--- src/hcsgd_pkg.sv ---
// Purpose: Shared constants for the HID settings and direction command interpreter
// Assumes: 64-byte reports streamed one byte per cycle
// Notes: Byte positions are report indices
package hcsgd_pkg;
  localparam int unsigned HCSGD_RPT_LEN = 64;
  localparam int unsigned HCSGD_NPINS = 9;
  localparam logic [7:0] HCSGD_CMD_SET_CHIP = 8'h21;
  localparam logic [7:0] HCSGD_CMD_SET_DIR = 8'h32;
  localparam logic [7:0] HCSGD_CMD_GET_DIR = 8'h33;
  localparam logic [7:0] HCSGD_ST_OK = 8'h00;
  localparam logic [7:0] HCSGD_ST_UNKNOWN = 8'hFF;
  localparam logic [7:0] HCSGD_DES_GPIO = 8'h00;
  localparam logic [7:0] HCSGD_DES_CS = 8'h01;
  localparam logic [7:0] HCSGD_DES_DEDICATED = 8'h02;
  localparam logic [5:0] HCSGD_IDX_DES0 = 6'h04;
  localparam logic [5:0] HCSGD_IDX_DES8 = 6'h0C;
  localparam logic [5:0] HCSGD_IDX_DOUT_LO = 6'h0D;
  localparam logic [5:0] HCSGD_IDX_DOUT_HI = 6'h0E;
  localparam logic [5:0] HCSGD_IDX_DDIR_LO = 6'h0F;
  localparam logic [5:0] HCSGD_IDX_DDIR_HI = 6'h10;
  localparam logic [5:0] HCSGD_IDX_OTHER = 6'h11;
  localparam logic [5:0] HCSGD_IDX_DIR_LO = 6'h04;
  localparam logic [5:0] HCSGD_IDX_DIR_HI = 6'h05;
  localparam logic [5:0] HCSGD_IDX_STATUS = 6'h01;
  localparam logic [5:0] HCSGD_IDX_LAST = 6'h3F;
  localparam int unsigned HCSGD_BIT_WAKE = 4;
  localparam int unsigned HCSGD_BIT_BUSHOLD = 0;
  localparam int unsigned HCSGD_INTM_LSB = 1;
  localparam int unsigned HCSGD_INTM_MSB = 3;
  localparam logic [2:0] HCSGD_INTM_NONE = 3'h0;
  localparam logic [2:0] HCSGD_INTM_HIGHP = 3'h4;
  localparam logic [1:0] HCSGD_DES_RST = 2'h0;
  localparam logic [8:0] HCSGD_DIR_RST = 9'h1FF;
  localparam logic [8:0] HCSGD_DOUT_RST = 9'h000;
endpackage

--- src/hcsgd_pin_dir.sv ---
// Purpose: Per-pin current direction holder with designation gating
// Assumes: Update strobe comes from the same clock domain
// Notes: A pin not designated GPIO keeps its stored direction on a current load; a default load sets every pin
`timescale 1ns/1ps
module hcsgd_pin_dir
  import hcsgd_pkg::*;
#(
  parameter int unsigned NPINS = HCSGD_NPINS
) (
  input wire logic clk,
  input wire logic rst_n,
  input wire logic load_default,
  input wire logic [NPINS-1:0] default_dir,
  input wire logic load_current,
  input wire logic [NPINS-1:0] new_dir,
  input wire logic [NPINS-1:0] is_gpio,
  output logic [NPINS-1:0] dir
);
  logic [NPINS-1:0] dir_q;
  logic [NPINS-1:0] dir_d;

  ////////////////////////////////////////////////////////////////////////////
  // Next direction per pin; 1 means input
  for (genvar i = 0; i < NPINS; i++) begin : g_pin
    assign dir_d[i] = load_default ? default_dir[i] :
                      (load_current && is_gpio[i]) ? new_dir[i] : dir_q[i];
  end

  always_ff @(posedge clk or negedge rst_n) begin
    if (!rst_n) begin
      dir_q <= HCSGD_DIR_RST;
    end else begin
      dir_q <= dir_d;
    end
  end

  assign dir = dir_q;
endmodule

--- src/hcsgd_cmd_interp.sv ---
// Purpose: HID command interpreter for volatile chip settings and GPIO directions
// Assumes: Command report arrives one byte per cycle, index 0 first, with a last flag on byte 63
// Notes: Response streams out after settings are applied; host must keep RSP_READY sensible
// Functional notes
// - Write-settings carries 0x21 in byte 0, zeros in 1..3 and pin 0..4 designations in bytes 4..8.
// - Bytes 9..12 designate pins 5..8: 0x00 GPIO, 0x01 chip select, 0x02 dedicated function.
// - Byte 13 holds default outputs of pins 7..0, bit 0 of byte 14 holds pin 8.
// - Bytes 15 and 16 hold default directions, low byte pins 7..0 and bit 0 of high byte pin 8.
// - Bit 4 of byte 17 enables remote wake-up when set.
// - Bits 3..1 of byte 17 pick the interrupt counting mode, codes 5..7 reserved.
// - Bit 0 of byte 17 set keeps the SPI bus between transfers, clear releases it.
// - Write-settings answer echoes 0x21 and a 0x00 status.
// - Direction-read answer echoes 0x33, status 0x00, pin 7..0 in byte 4 and pin 8 in byte 5 bit 0.
// - Direction writes touch only pins designated GPIO.
// - Direction-write request is 0x32 with directions in bytes 4 and 5.
// - Direction-write answer echoes 0x32 and a 0x00 status.
`timescale 1ns/1ps
module hcsgd_cmd_interp
  import hcsgd_pkg::*;
#(
  parameter int unsigned NPINS = HCSGD_NPINS
) (
  input wire logic CLK,
  input wire logic RST_N,
  input wire logic CMD_VALID,
  input wire logic [7:0] CMD_DATA,
  input wire logic CMD_LAST,
  output logic CMD_READY,
  output logic RSP_VALID,
  output logic [7:0] RSP_DATA,
  output logic RSP_LAST,
  input wire logic RSP_READY,
  output logic [2*NPINS-1:0] PIN_DESIGNATION,
  output logic [NPINS-1:0] DEFAULT_OUTPUT,
  output logic [NPINS-1:0] DEFAULT_DIRECTION,
  output logic [NPINS-1:0] CURRENT_DIRECTION,
  output logic REMOTE_WAKE_EN,
  output logic [2:0] INT_COUNT_MODE,
  output logic SPI_BUS_HOLD
);
  typedef enum logic [1:0] {HCSGD_RX = 2'b00, HCSGD_APPLY = 2'b01, HCSGD_TX = 2'b11} hcsgd_state_t;

  hcsgd_state_t state_q, state_d;
  logic [5:0] idx_q;
  logic [7:0] cmd_q;
  logic [2*NPINS-1:0] des_q, des_sh_q;
  logic [NPINS-1:0] dout_q, dout_sh_q, ddir_q, ddir_sh_q, ndir_sh_q;
  logic [7:0] other_q, other_sh_q;
  logic [7:0] rsp_q;
  logic rsp_valid_q, rsp_last_q;
  logic [NPINS-1:0] dir_w;
  logic [NPINS-1:0] is_gpio;

  ////////////////////////////////////////////////////////////////////////////
  // Byte decode
  wire take = (state_q == HCSGD_RX) && CMD_VALID;
  wire at_des = (idx_q >= HCSGD_IDX_DES0) && (idx_q <= HCSGD_IDX_DES8);
  wire [3:0] des_pin = 4'(idx_q - HCSGD_IDX_DES0);
  wire rx_end = take && (CMD_LAST || idx_q == HCSGD_IDX_LAST);
  wire is_set = (cmd_q == HCSGD_CMD_SET_CHIP);
  wire is_sdir = (cmd_q == HCSGD_CMD_SET_DIR);
  wire is_gdir = (cmd_q == HCSGD_CMD_GET_DIR);
  wire do_apply = (state_q == HCSGD_APPLY);
  wire tx_go = (state_q == HCSGD_TX) && (!rsp_valid_q || RSP_READY);
  wire tx_done = (state_q == HCSGD_TX) && rsp_valid_q && RSP_READY && rsp_last_q;
  // Mode codes 5..7 are reserved; they are kept as given so a host read-back stays honest
  wire [2:0] intm_w = other_q[HCSGD_INTM_MSB:HCSGD_INTM_LSB];

  for (genvar p = 0; p < NPINS; p++) begin : g_gpio
    assign is_gpio[p] = (des_q[2*p +: 2] == HCSGD_DES_GPIO[1:0]);
  end

  ////////////////////////////////////////////////////////////////////////////
  // Response byte select: echo, status, then direction bytes
  wire [7:0] rsp_sel =
    (idx_q == 6'h00) ? cmd_q :
    (idx_q == HCSGD_IDX_STATUS) ? ((is_set || is_sdir || is_gdir) ? HCSGD_ST_OK : HCSGD_ST_UNKNOWN) :
    (is_gdir && idx_q == HCSGD_IDX_DIR_LO) ? dir_w[7:0] :
    (is_gdir && idx_q == HCSGD_IDX_DIR_HI) ? {7'h00, dir_w[8]} : 8'h00;

  ////////////////////////////////////////////////////////////////////////////
  // Sequencer
  always_comb begin
    state_d = state_q;
    unique case (state_q)
      HCSGD_RX: if (rx_end) state_d = HCSGD_APPLY;
      HCSGD_APPLY: state_d = HCSGD_TX;
      HCSGD_TX: if (tx_done) state_d = HCSGD_RX;
      default: state_d = HCSGD_RX;
    endcase
  end

  always_ff @(posedge CLK or negedge RST_N) begin
    if (!RST_N) begin
      state_q <= HCSGD_RX;
      idx_q <= 6'h00;
      cmd_q <= 8'h00;
    end else begin
      state_q <= state_d;
      if (take) begin
        idx_q <= rx_end ? 6'h00 : 6'(idx_q + 6'h01);
        if (idx_q == 6'h00) cmd_q <= CMD_DATA;
      end else if (tx_done) begin
        // Must win over tx_go, which is also true on the final handshake
        idx_q <= 6'h00;
      end else if (tx_go) begin
        idx_q <= 6'(idx_q + 6'h01);
      end
    end
  end

  ////////////////////////////////////////////////////////////////////////////
  // Shadow capture while the report streams in; bytes 1..3 and 18..63 are not checked
  always_ff @(posedge CLK or negedge RST_N) begin
    if (!RST_N) begin
      des_sh_q <= '0;
      dout_sh_q <= '0;
      ddir_sh_q <= '0;
      ndir_sh_q <= '0;
      other_sh_q <= 8'h00;
    end else if (take) begin
      if (at_des) des_sh_q[2*des_pin +: 2] <= CMD_DATA[1:0];
      if (idx_q == HCSGD_IDX_DOUT_LO) dout_sh_q[7:0] <= CMD_DATA;
      if (idx_q == HCSGD_IDX_DOUT_HI) dout_sh_q[8] <= CMD_DATA[0];
      if (idx_q == HCSGD_IDX_DDIR_LO) ddir_sh_q[7:0] <= CMD_DATA;
      if (idx_q == HCSGD_IDX_DDIR_HI) ddir_sh_q[8] <= CMD_DATA[0];
      if (idx_q == HCSGD_IDX_OTHER) other_sh_q <= CMD_DATA;
      if (idx_q == HCSGD_IDX_DIR_LO) ndir_sh_q[7:0] <= CMD_DATA;
      if (idx_q == HCSGD_IDX_DIR_HI) ndir_sh_q[8] <= CMD_DATA[0];
    end
  end

  ////////////////////////////////////////////////////////////////////////////
  // Commit to working settings one cycle before the first answer byte
  always_ff @(posedge CLK or negedge RST_N) begin
    if (!RST_N) begin
      des_q <= '0;
      dout_q <= HCSGD_DOUT_RST;
      ddir_q <= HCSGD_DIR_RST;
      other_q <= 8'h00;
    end else if (do_apply && is_set) begin
      des_q <= des_sh_q;
      dout_q <= dout_sh_q;
      ddir_q <= ddir_sh_q;
      other_q <= other_sh_q;
    end
  end

  // Current directions; a settings write reloads them from the defaults
  hcsgd_pin_dir #(.NPINS(NPINS)) u_dir (
    .clk(CLK),
    .rst_n(RST_N),
    .load_default(do_apply && is_set),
    .default_dir(ddir_sh_q),
    .load_current(do_apply && is_sdir),
    .new_dir(ndir_sh_q),
    .is_gpio(is_gpio),
    .dir(dir_w)
  );

  ////////////////////////////////////////////////////////////////////////////
  // Answer stream register
  always_ff @(posedge CLK or negedge RST_N) begin
    if (!RST_N) begin
      rsp_valid_q <= 1'b0;
      rsp_q <= 8'h00;
      rsp_last_q <= 1'b0;
    end else if (tx_done) begin
      rsp_valid_q <= 1'b0;
      rsp_last_q <= 1'b0;
    end else if (tx_go) begin
      rsp_valid_q <= 1'b1;
      rsp_q <= rsp_sel;
      rsp_last_q <= (idx_q == HCSGD_IDX_LAST);
    end
  end

  // Output flops; ready is held low once the sequencer leaves the receive state
  logic cmd_ready_q;
  always_ff @(posedge CLK or negedge RST_N) begin
    if (!RST_N) begin
      cmd_ready_q <= 1'b0;
    end else begin
      cmd_ready_q <= (state_d == HCSGD_RX) && !rx_end;
    end
  end

  assign CMD_READY = cmd_ready_q;
  assign RSP_VALID = rsp_valid_q;
  assign RSP_DATA = rsp_q;
  assign RSP_LAST = rsp_last_q;
  assign PIN_DESIGNATION = des_q;
  assign DEFAULT_OUTPUT = dout_q;
  assign DEFAULT_DIRECTION = ddir_q;
  assign CURRENT_DIRECTION = dir_w;
  assign REMOTE_WAKE_EN = other_q[HCSGD_BIT_WAKE];
  assign INT_COUNT_MODE = intm_w;
  assign SPI_BUS_HOLD = other_q[HCSGD_BIT_BUSHOLD];

  ////////////////////////////////////////////////////////////////////////////
  // Checks
  AST_ECHO: assert property (@(posedge CLK) disable iff (!RST_N)
    (state_q == HCSGD_APPLY) |=> ##1 (rsp_valid_q && rsp_q == cmd_q)) else $error("Echo byte wrong");
  AST_APPLY_FIRST: assert property (@(posedge CLK) disable iff (!RST_N)
    (state_q == HCSGD_APPLY && is_set) |=> (des_q == $past(des_sh_q) && !rsp_valid_q)) else $error("Apply late");
  AST_WAKE: assert property (@(posedge CLK) disable iff (!RST_N)
    (do_apply && is_set) |=> REMOTE_WAKE_EN == $past(other_sh_q[HCSGD_BIT_WAKE])) else $error("Wake bit wrong");
  // The next report must start again at byte 0 with its command code
  AST_RESTART: assert property (@(posedge CLK) disable iff (!RST_N)
    tx_done |=> (state_q == HCSGD_RX && idx_q == 6'h00)) else $error("Next report misaligned");
  AST_HOLD: assert property (@(posedge CLK) disable iff (!RST_N)
    (do_apply && is_set) |=> SPI_BUS_HOLD == $past(other_sh_q[0])) else $error("Bus hold wrong");
  AST_INTM: assert property (@(posedge CLK) disable iff (!RST_N)
    (do_apply && is_set) |=> INT_COUNT_MODE == $past(other_sh_q[3:1])) else $error("Int mode wrong");
  AST_GATE: assert property (@(posedge CLK) disable iff (!RST_N)
    (do_apply && is_sdir) |=> ((dir_w ^ $past(dir_w)) & ~$past(is_gpio)) == '0) else $error("Non-GPIO pin moved");
  AST_DIRLO: assert property (@(posedge CLK) disable iff (!RST_N)
    (tx_go && is_gdir && idx_q == 6'h04) |=> rsp_q == dir_w[7:0]) else $error("Direction byte wrong");
  AST_STATUS: assert property (@(posedge CLK) disable iff (!RST_N)
    (tx_go && is_sdir && idx_q == 6'h01) |=> rsp_q == 8'h00) else $error("Status not success");
endmodule

--- config.mk ---
export PLATFORM = sky130hd
export DESIGN_NAME = hcsgd_cmd_interp
export DESIGN_NICKNAME = d
export VERILOG_FILES = /design/src/hcsgd_pkg.sv /design/src/hcsgd_pin_dir.sv /design/src/hcsgd_cmd_interp.sv
export SDC_FILE = /design/constraint.sdc
export NUM_CORES = 1
export LEC_CHECK = 0
export BUFFER_PORTS_ARGS = -buffer_cell sky130_fd_sc_hd__buf_2
export CORE_ASPECT_RATIO = 1.4
export CORE_MARGIN = 3
export CORE_UTILIZATION = 55
export DETAILED_ROUTE_END_ITERATION = 10
export GPL_ROUTABILITY_DRIVEN = 0
export PLACE_DENSITY = 0.76
export SYNTH_ARGS = -nofsm -noshare
export SYNTH_HDL_FRONTEND = slang
export SYNTH_SLANG_ARGS = --single-unit
--- constraint.sdc ---
create_clock -name CLK -period 3.25 [get_ports CLK]
set_input_delay 0 -clock CLK [delete_from_list [all_inputs] [get_ports CLK]]
set_output_delay 0 -clock CLK [all_outputs]
set_load 0.01 [all_outputs]
# Word-level counts from Yosys, hierarchy flattened
# Cells that the tools add are included.
word_totals:
  register_bits: 127
  latch_bits: 0
  ramBits: 0
  romBits: 0
  input_bits: 13
  out_inout_bits: 61
  wordCells: 145
  memories: 0
classes:
  n_addsub: 3
  multipliers: 0
  n_div: 0
  n_lt_le_gt_ge: 2
  n_eq_ne: 14
  n_shift: 2
  muxes: 35
  n_bitwise: 1
  n_reduce_logical: 60
op_table:
  columns: ["op", "n"]
  rows:
  - ["5-bit negation with 34-bit output", 1]
  - ["2-bit by 34-bit variable shift with 18-bit output (first input constant)", 1]
  - ["2-bit by 34-bit variable part select with 18-bit output", 1]
  - ["8-bit 2-to-1 mux", 4]
  - ["8-bit by 6-bit equality test with 1-bit output (second input constant)", 3]
  - ["6-bit 2-to-1 mux", 4]
  - ["1-bit 2-to-1 mux", 23]
  - ["2-bit logical NOT", 11]
  - ["1-bit logical AND", 21]
  - ["2-bit AND reduction", 10]
  - ["2-bit nonzero test", 10]
  - ["18-bit bitwise mux", 1]
  - ["6-bit by 4-bit equality test with 1-bit output (second input constant)", 3]
  - ["6-bit by 3-bit equality test with 1-bit output (second input constant)", 2]
  - ["6-bit by 5-bit equality test with 1-bit output (second input constant)", 2]
  - ["6-bit by 1-bit adder with 6-bit output (second input constant)", 1]
  - ["6-bit by 1-bit equality test with 1-bit output (second input constant)", 1]
  - ["6-bit equality test (second input constant)", 1]
  - ["6-bit by 3-bit greater-or-equal comparator with 1-bit output (second input constant)", 1]
  - ["6-bit by 4-bit less-or-equal comparator with 1-bit output (second input constant)", 1]
  - ["6-bit logical NOT", 1]
  - ["2-bit one-hot mux with 3 select lines", 1]
  - ["1-bit logical OR", 4]
  - ["2-bit 2-to-1 mux", 2]
  - ["other kinds (6)", 7]

# Depth between registers and ports, before layout
logic_depth:
  ltp_word: 8
  mapped_depth: 9
  mapped_depth_nobuf: 7

# By module
# A second synthesis with hierarchy kept.
hier_totals:
  hier_cells: 437
  hier_area_um2: 5794.3
by_module_without_submodules:
  columns: ["module", "n_inst", "cells_per_inst", "area_per_inst_um2", "seq_area_each_um2"]
  rows:
  - ["hcsgd_cmd_interp", 1, 390, 5282.6, 2964.1]
  - ["hcsgd_pin_dir", 1, 47, 511.7, 236.5]

# Least setup slack after synthesis
# Ideal clock, no wire load.
synth_path:
  kind: "reg2reg"
  startpoint: "reg idx_q[2]"
  endpoint: "reg des_sh_q[17]"
  setup_ps: 125
  arrival_time_ps: 2349
  t_required_ps: 3125
  slack_ps: 777
  path_stages_with_launch: 9
  synth_period_minus_slack_ps: 2473
  path_cell_list: "dfrtp_1 -> clkbuf_1 -> inv_1 -> ha_1 -> ha_1 -> nor3b_1 -> o21ai_0 -> nor4_1 -> mux2_2"
synth_between:
  elab_chain_len: 4
  word_cells_on_any_way: 9
  cone_classes: "add/sub: 2; order compare: 2; shift: 2; mux: 1; reduce/logical: 2"
synth_lines:
  columns: ["element", "line", "text"]
  rows:
  - ["start, declared", "hcsgd_cmd_interp.sv:44", "logic [5:0] idx_q;"]
  - ["start signal, assigned", "hcsgd_cmd_interp.sv:101", "idx_q <= rx_end ? 6'h00 : 6'(idx_q + 6'h01);"]
  - ["start signal, assigned", "hcsgd_cmd_interp.sv:107", "idx_q <= 6'(idx_q + 6'h01);"]
  - ["4-bit by 3-bit subtractor with 4-bit output", "hcsgd_cmd_interp.sv:58", "wire [3:0] des_pin = 4'(idx_q - HCSGD_IDX_DES0);"]
  - ["5-bit negation with 34-bit output", "hcsgd_cmd_interp.sv:122", "if (at_des) des_sh_q[2*des_pin +: 2] <= CMD_DATA[1:0];"]
  - ["2-bit by 34-bit variable part select with 18-bit output / 2-bit by 34-bit variable shift with 18-bit output (equally long branches)", "hcsgd_cmd_interp.sv:122", null]
  - ["18-bit bitwise mux", "hcsgd_cmd_interp.sv:122", null]
  - ["end signal, assigned by index", "hcsgd_cmd_interp.sv:122", null]
  - ["end, declared", "hcsgd_cmd_interp.sv:46", "logic [2*NPINS-1:0] des_q, des_sh_q;"]
# Several ways; a longest one is shown, not always the timed one.
# A chain may end at the register's enable or synchronous reset.

# Final worst setup path
layout_path:
  startpoint: "reg idx_q[2]"
  endpoint: "reg des_sh_q[16]"
# Same word-level chain as after synthesis.

==> reports/qor.csv <==
stage,metric,value,unit
layout,Finished Core Util,0.684,
detailed_routing,final WL,13100,µm
floorplanning,core box area,10100,µm²
layout,layout cells sized above 1,0.419,
critical_path,critical path class,reg -> reg,
timing,Final Skew,0.00593,ns
logic_synthesis,number of synthesized flops with an enable pin,0,
power,Static Leak,3.51,nW
timing,Fin. Hold Viols,0,
logic_synthesis,"Async S/R FF share, synth",1.00,
hold_path,Hold Path Stages,3,
cts,total CTS buffers,17,
layout,Area Overhead vs Synth,19.2,%
global_route,total track usage,0.238,
logic_synthesis,Yosys warnings,0,
critical_path,worst path cell trace,"inv_1, ha_1, ha_1, nor3b_1, o21ai_0, nor4_1, mux2_2",
timing,Final Max Slew Viols,0,
placement,DP Cell Count,639,
global_route,first-pass GRT wire length,21300,µm
logic_synthesis,synth cell count leaders,"dfrtp_1 (109), mux2_2 (58), nor2_1 (43)",
logic_synthesis,Synth Area in Simple Gates,0.122,
hold_path,HP Start,RSP_READY,
floorplanning,initial core utilization,0.574,
cts,worst skew pair latency,0.41,ns
placement,IO buf count,73,
timing,measured slew at the worst slew-check pin,0.985,ns
global_route,initial antenna violation count,0,
critical_path,Reg2Reg Depth,7,
layout,nets,553,
outcome,status,finished clean,
critical_path,FF-to-FF Start,idx_q[2]$_DFFE_PN0P_,
cts,Clock Path Buffers,2,
logic_synthesis,#FFs+latches synth,127,
critical_path,cell mode on critical path,ha_1,
logic_synthesis,top post-synthesis cells by area,"dfrtp_1 (47%), mux2_2 (11%), mux2_4 (11%)",
timing,Worst slew margin,0.344,
floorplanning,I/O pin count,74,
logic_synthesis,Post-Syn Instances,445,
timing,crit path time final,2.79,ns
power,VDD IR max,0.410,mV
global_route,largest net degree at the start of global routing,63,
logic_synthesis,cell accounting for the most synthesized area,dfrtp_1,
timing,Max Fclk,359,MHz
critical_path,CP Launch Type,flop,
detailed_routing,routed vias,3894,
cts,CTS Hold Buffers Added,8,
detailed_routing,DR iter-0 viols,241,
timing,Tcrit/Tclk final,0.858,
timing,RSZ-0062 raised after global routing,no,
global_route,vias in the first global route,4017,
detailed_routing,vias per std cell,5.73,
cts,post-CTS resize count,0,
logic_synthesis,synthesized area,5770,µm²
critical_path,r2r setup slk,0.46,ns
layout,Layout fillers,736,
logic_synthesis,Yosys top cell area share,0.472,
detailed_routing,DRT antenna net count,0,
cts,CTS tree,done,
placement,Post-DP HPWL,9000,µm
detailed_routing,Post-route DRC,0,
critical_path,slowest CP cell,nor4_1,
logic_synthesis,post-synthesis sequential area ratio,0.554,
detailed_routing,WL/cell,19.2,µm
logic_synthesis,"count leader, synth",dfrtp_1,
cts,H-tree Lvls,4,
cts,post-CTS setup buffers,0,
critical_path,crit-path max FO,12,
logic_synthesis,Mapped Avg Cell Area,13.0,µm²
logic_synthesis,Netlist cell types,45,
critical_path,Worst R2R End,des_sh_q[16]$_DFFE_PN0P_,
logic_synthesis,dominant synthesized flop cell,dfrtp_1,
floorplanning,die span in x,92.6,µm
critical_path,Critical Path Max Stage Delay,0.56,ns
job,Max-Cap Viols,0,
layout,Layout Cells excl Fill,679,
logic_synthesis,Mapped Nets,467,
hold_path,Hold EP,RSP_VALID$_DFFE_PN0P_,
logic_synthesis,xor and xnor fraction of the mapped netlist area,0,
critical_path,Crit path arrival time,3.09,ns
floorplanning,DIE HEIGHT,127,µm
detailed_routing,drt pass-1 iters,5,
logic_synthesis,largest family of logic cells by synthesized area,multiplexers,
cts,root buffer cell,clkbuf_16,
floorplanning,Placement Rows,43,
global_route,GR Overflow Total,0,
cts,clock slew seen by the registers of the worst setup and hold paths,0.05,ns
layout,ANT cells,0,
cts,clock sinks,127,
logic_synthesis,post-synthesis adder-cell area fraction,0.0195,
critical_path,CP required,3.55,ns
hold_path,worst min-delay path class,in -> reg,
timing,final setup TNS,0,ns
floorplanning,die area,11800,µm²
power,PD cells,741,nW/µm²
logic_synthesis,mux cell area share after synthesis,0.220,
logic_synthesis,complex-gate fraction of the synthesized area,0.0583,
timing,Finish-stage setup viols,0,
critical_path,crit path capture type,flop,
==> worst max-delay path: cells and delay by family, from the launching register on <==
family	cells	cell delay, ns
DFF	1	0.53
buffers and inverters	1	0.13
adders and majority gates	2	0.67
AOI/OAI and AO/OA	1	0.15
muxes	1	0.40
and+or+nand+nor	2	0.80
==> sequential cells by signal, summed over array words and instances, names as in the netlist, 6 cells and up <==
name	cells
cmd_q	8
DEFAULT_OUTPUT	9
ddir_sh_q	9
RSP_DATA	8
DEFAULT_DIRECTION	9
idx_q	6
ndir_sh_q	9
dout_sh_q	9
u_dir.dir	9
PIN_DESIGNATION	18
des_sh_q	18
==> where the power goes <==
| part | internal (mW) | switching, mW |
|---|---|---|
| registers | 1.89 | 0.254 |
| clock network | 1.17 | 0.647 |
| logic | 0.485 | 0.662 |
| total | 3.54 | 1.56 |
==> per-layer routing <==
layer | global-route usage | vias to the layer above | routed length (µm)
met5 | 0 | - | 0
met4 | 0.0892 | 0 | 222
met1 | 0.281 | 1940 | 5130
met3 | 0.0571 | 18 | 753
met2 | 0.419 | 144 | 6970
li1 | - | 1792 | -
==> worst max path at each step <==
| stage | to | slack [ns] | depth (start not counted) | startpoint |
|---|---|---|---|---|
| 2_1_floorplan | des_sh_q[17]$_DFFE_PN0P_ | 0.78 | 8 | idx_q[2]$_DFFE_PN0P_ |
| 3_3_place_gp | des_sh_q[16]$_DFFE_PN0P_ | 0.54 | 7 | idx_q[2]$_DFFE_PN0P_ |
| 3_5_place_dp | des_sh_q[16]$_DFFE_PN0P_ | 0.44 | 7 | idx_q[2]$_DFFE_PN0P_ |
| 4_1_cts | des_sh_q[16]$_DFFE_PN0P_ | 0.42 | 7 | idx_q[2]$_DFFE_PN0P_ |
| 5_1_grt | des_sh_q[16]$_DFFE_PN0P_ | 0.26 | 7 | idx_q[2]$_DFFE_PN0P_ |
| 6_report | des_sh_q[16]$_DFFE_PN0P_ | 0.46 | 7 | idx_q[2]$_DFFE_PN0P_ |
==> cell families after synthesis <==
logic type / count (synthesis)
and+or+nand+nor: 134
buffers and inverters: 27
AOI/OAI and AO/OA: 49
DFF: 127
muxes: 99
adders and majority gates: 9
==> through the flow <==
step | cell area (µm²) | hold WS (ns) | setup WS, ns | power (mW)
after floorplan | 5770 | -0.296 | 0.777 | 2.86
after global placement | 6240 | 0.104 | 0.535 | 3.24
after detailed placement | 6240 | 0.126 | 0.435 | 3.29
after CTS | 6880 | 0.0192 | 0.423 | 5.12
after global routing | 6880 | 0.0615 | 0.264 | 5.36
final | 6880 | 0.0379 | 0.461 | 5.10
==> cell usage in the layout (no fill, tap or decap), drive strengths merged, types with 2 or more instances in the layout <==
cell type,instances
a21oi,5
a221oi,8
a31oi,9
and2,3
and3,5
and3b,3
and4,2
buf,80
bufinv,2
clkbuf,26
clkinv,3
dfrtp,109
dfstp,18
dlygate4sd3,8
ha,9
inv,6
mux2,99
nand2,15
nand2b,3
nand3,25
nand3b,2
nand4,2
nor2,43
nor2b,3
nor3,4
nor3b,4
nor4,5
o21ai,9
o21bai,2
o31ai,10
or3,7
or4,2
or4b,3
==> area by class of cell <==
type                    instances  area [µm²]  share of cell area
multi-input cells             291        2430               0.353
flip-flops and latches        127        3200               0.465
clock inverters                 6        82.6              0.0120
well taps                     135         169              0.0245
inverters                       6        22.5             0.00327
clock buffers                  26         479              0.0696
repair buffers                 88         500              0.0727
Power figures use the tool's default switching activity.
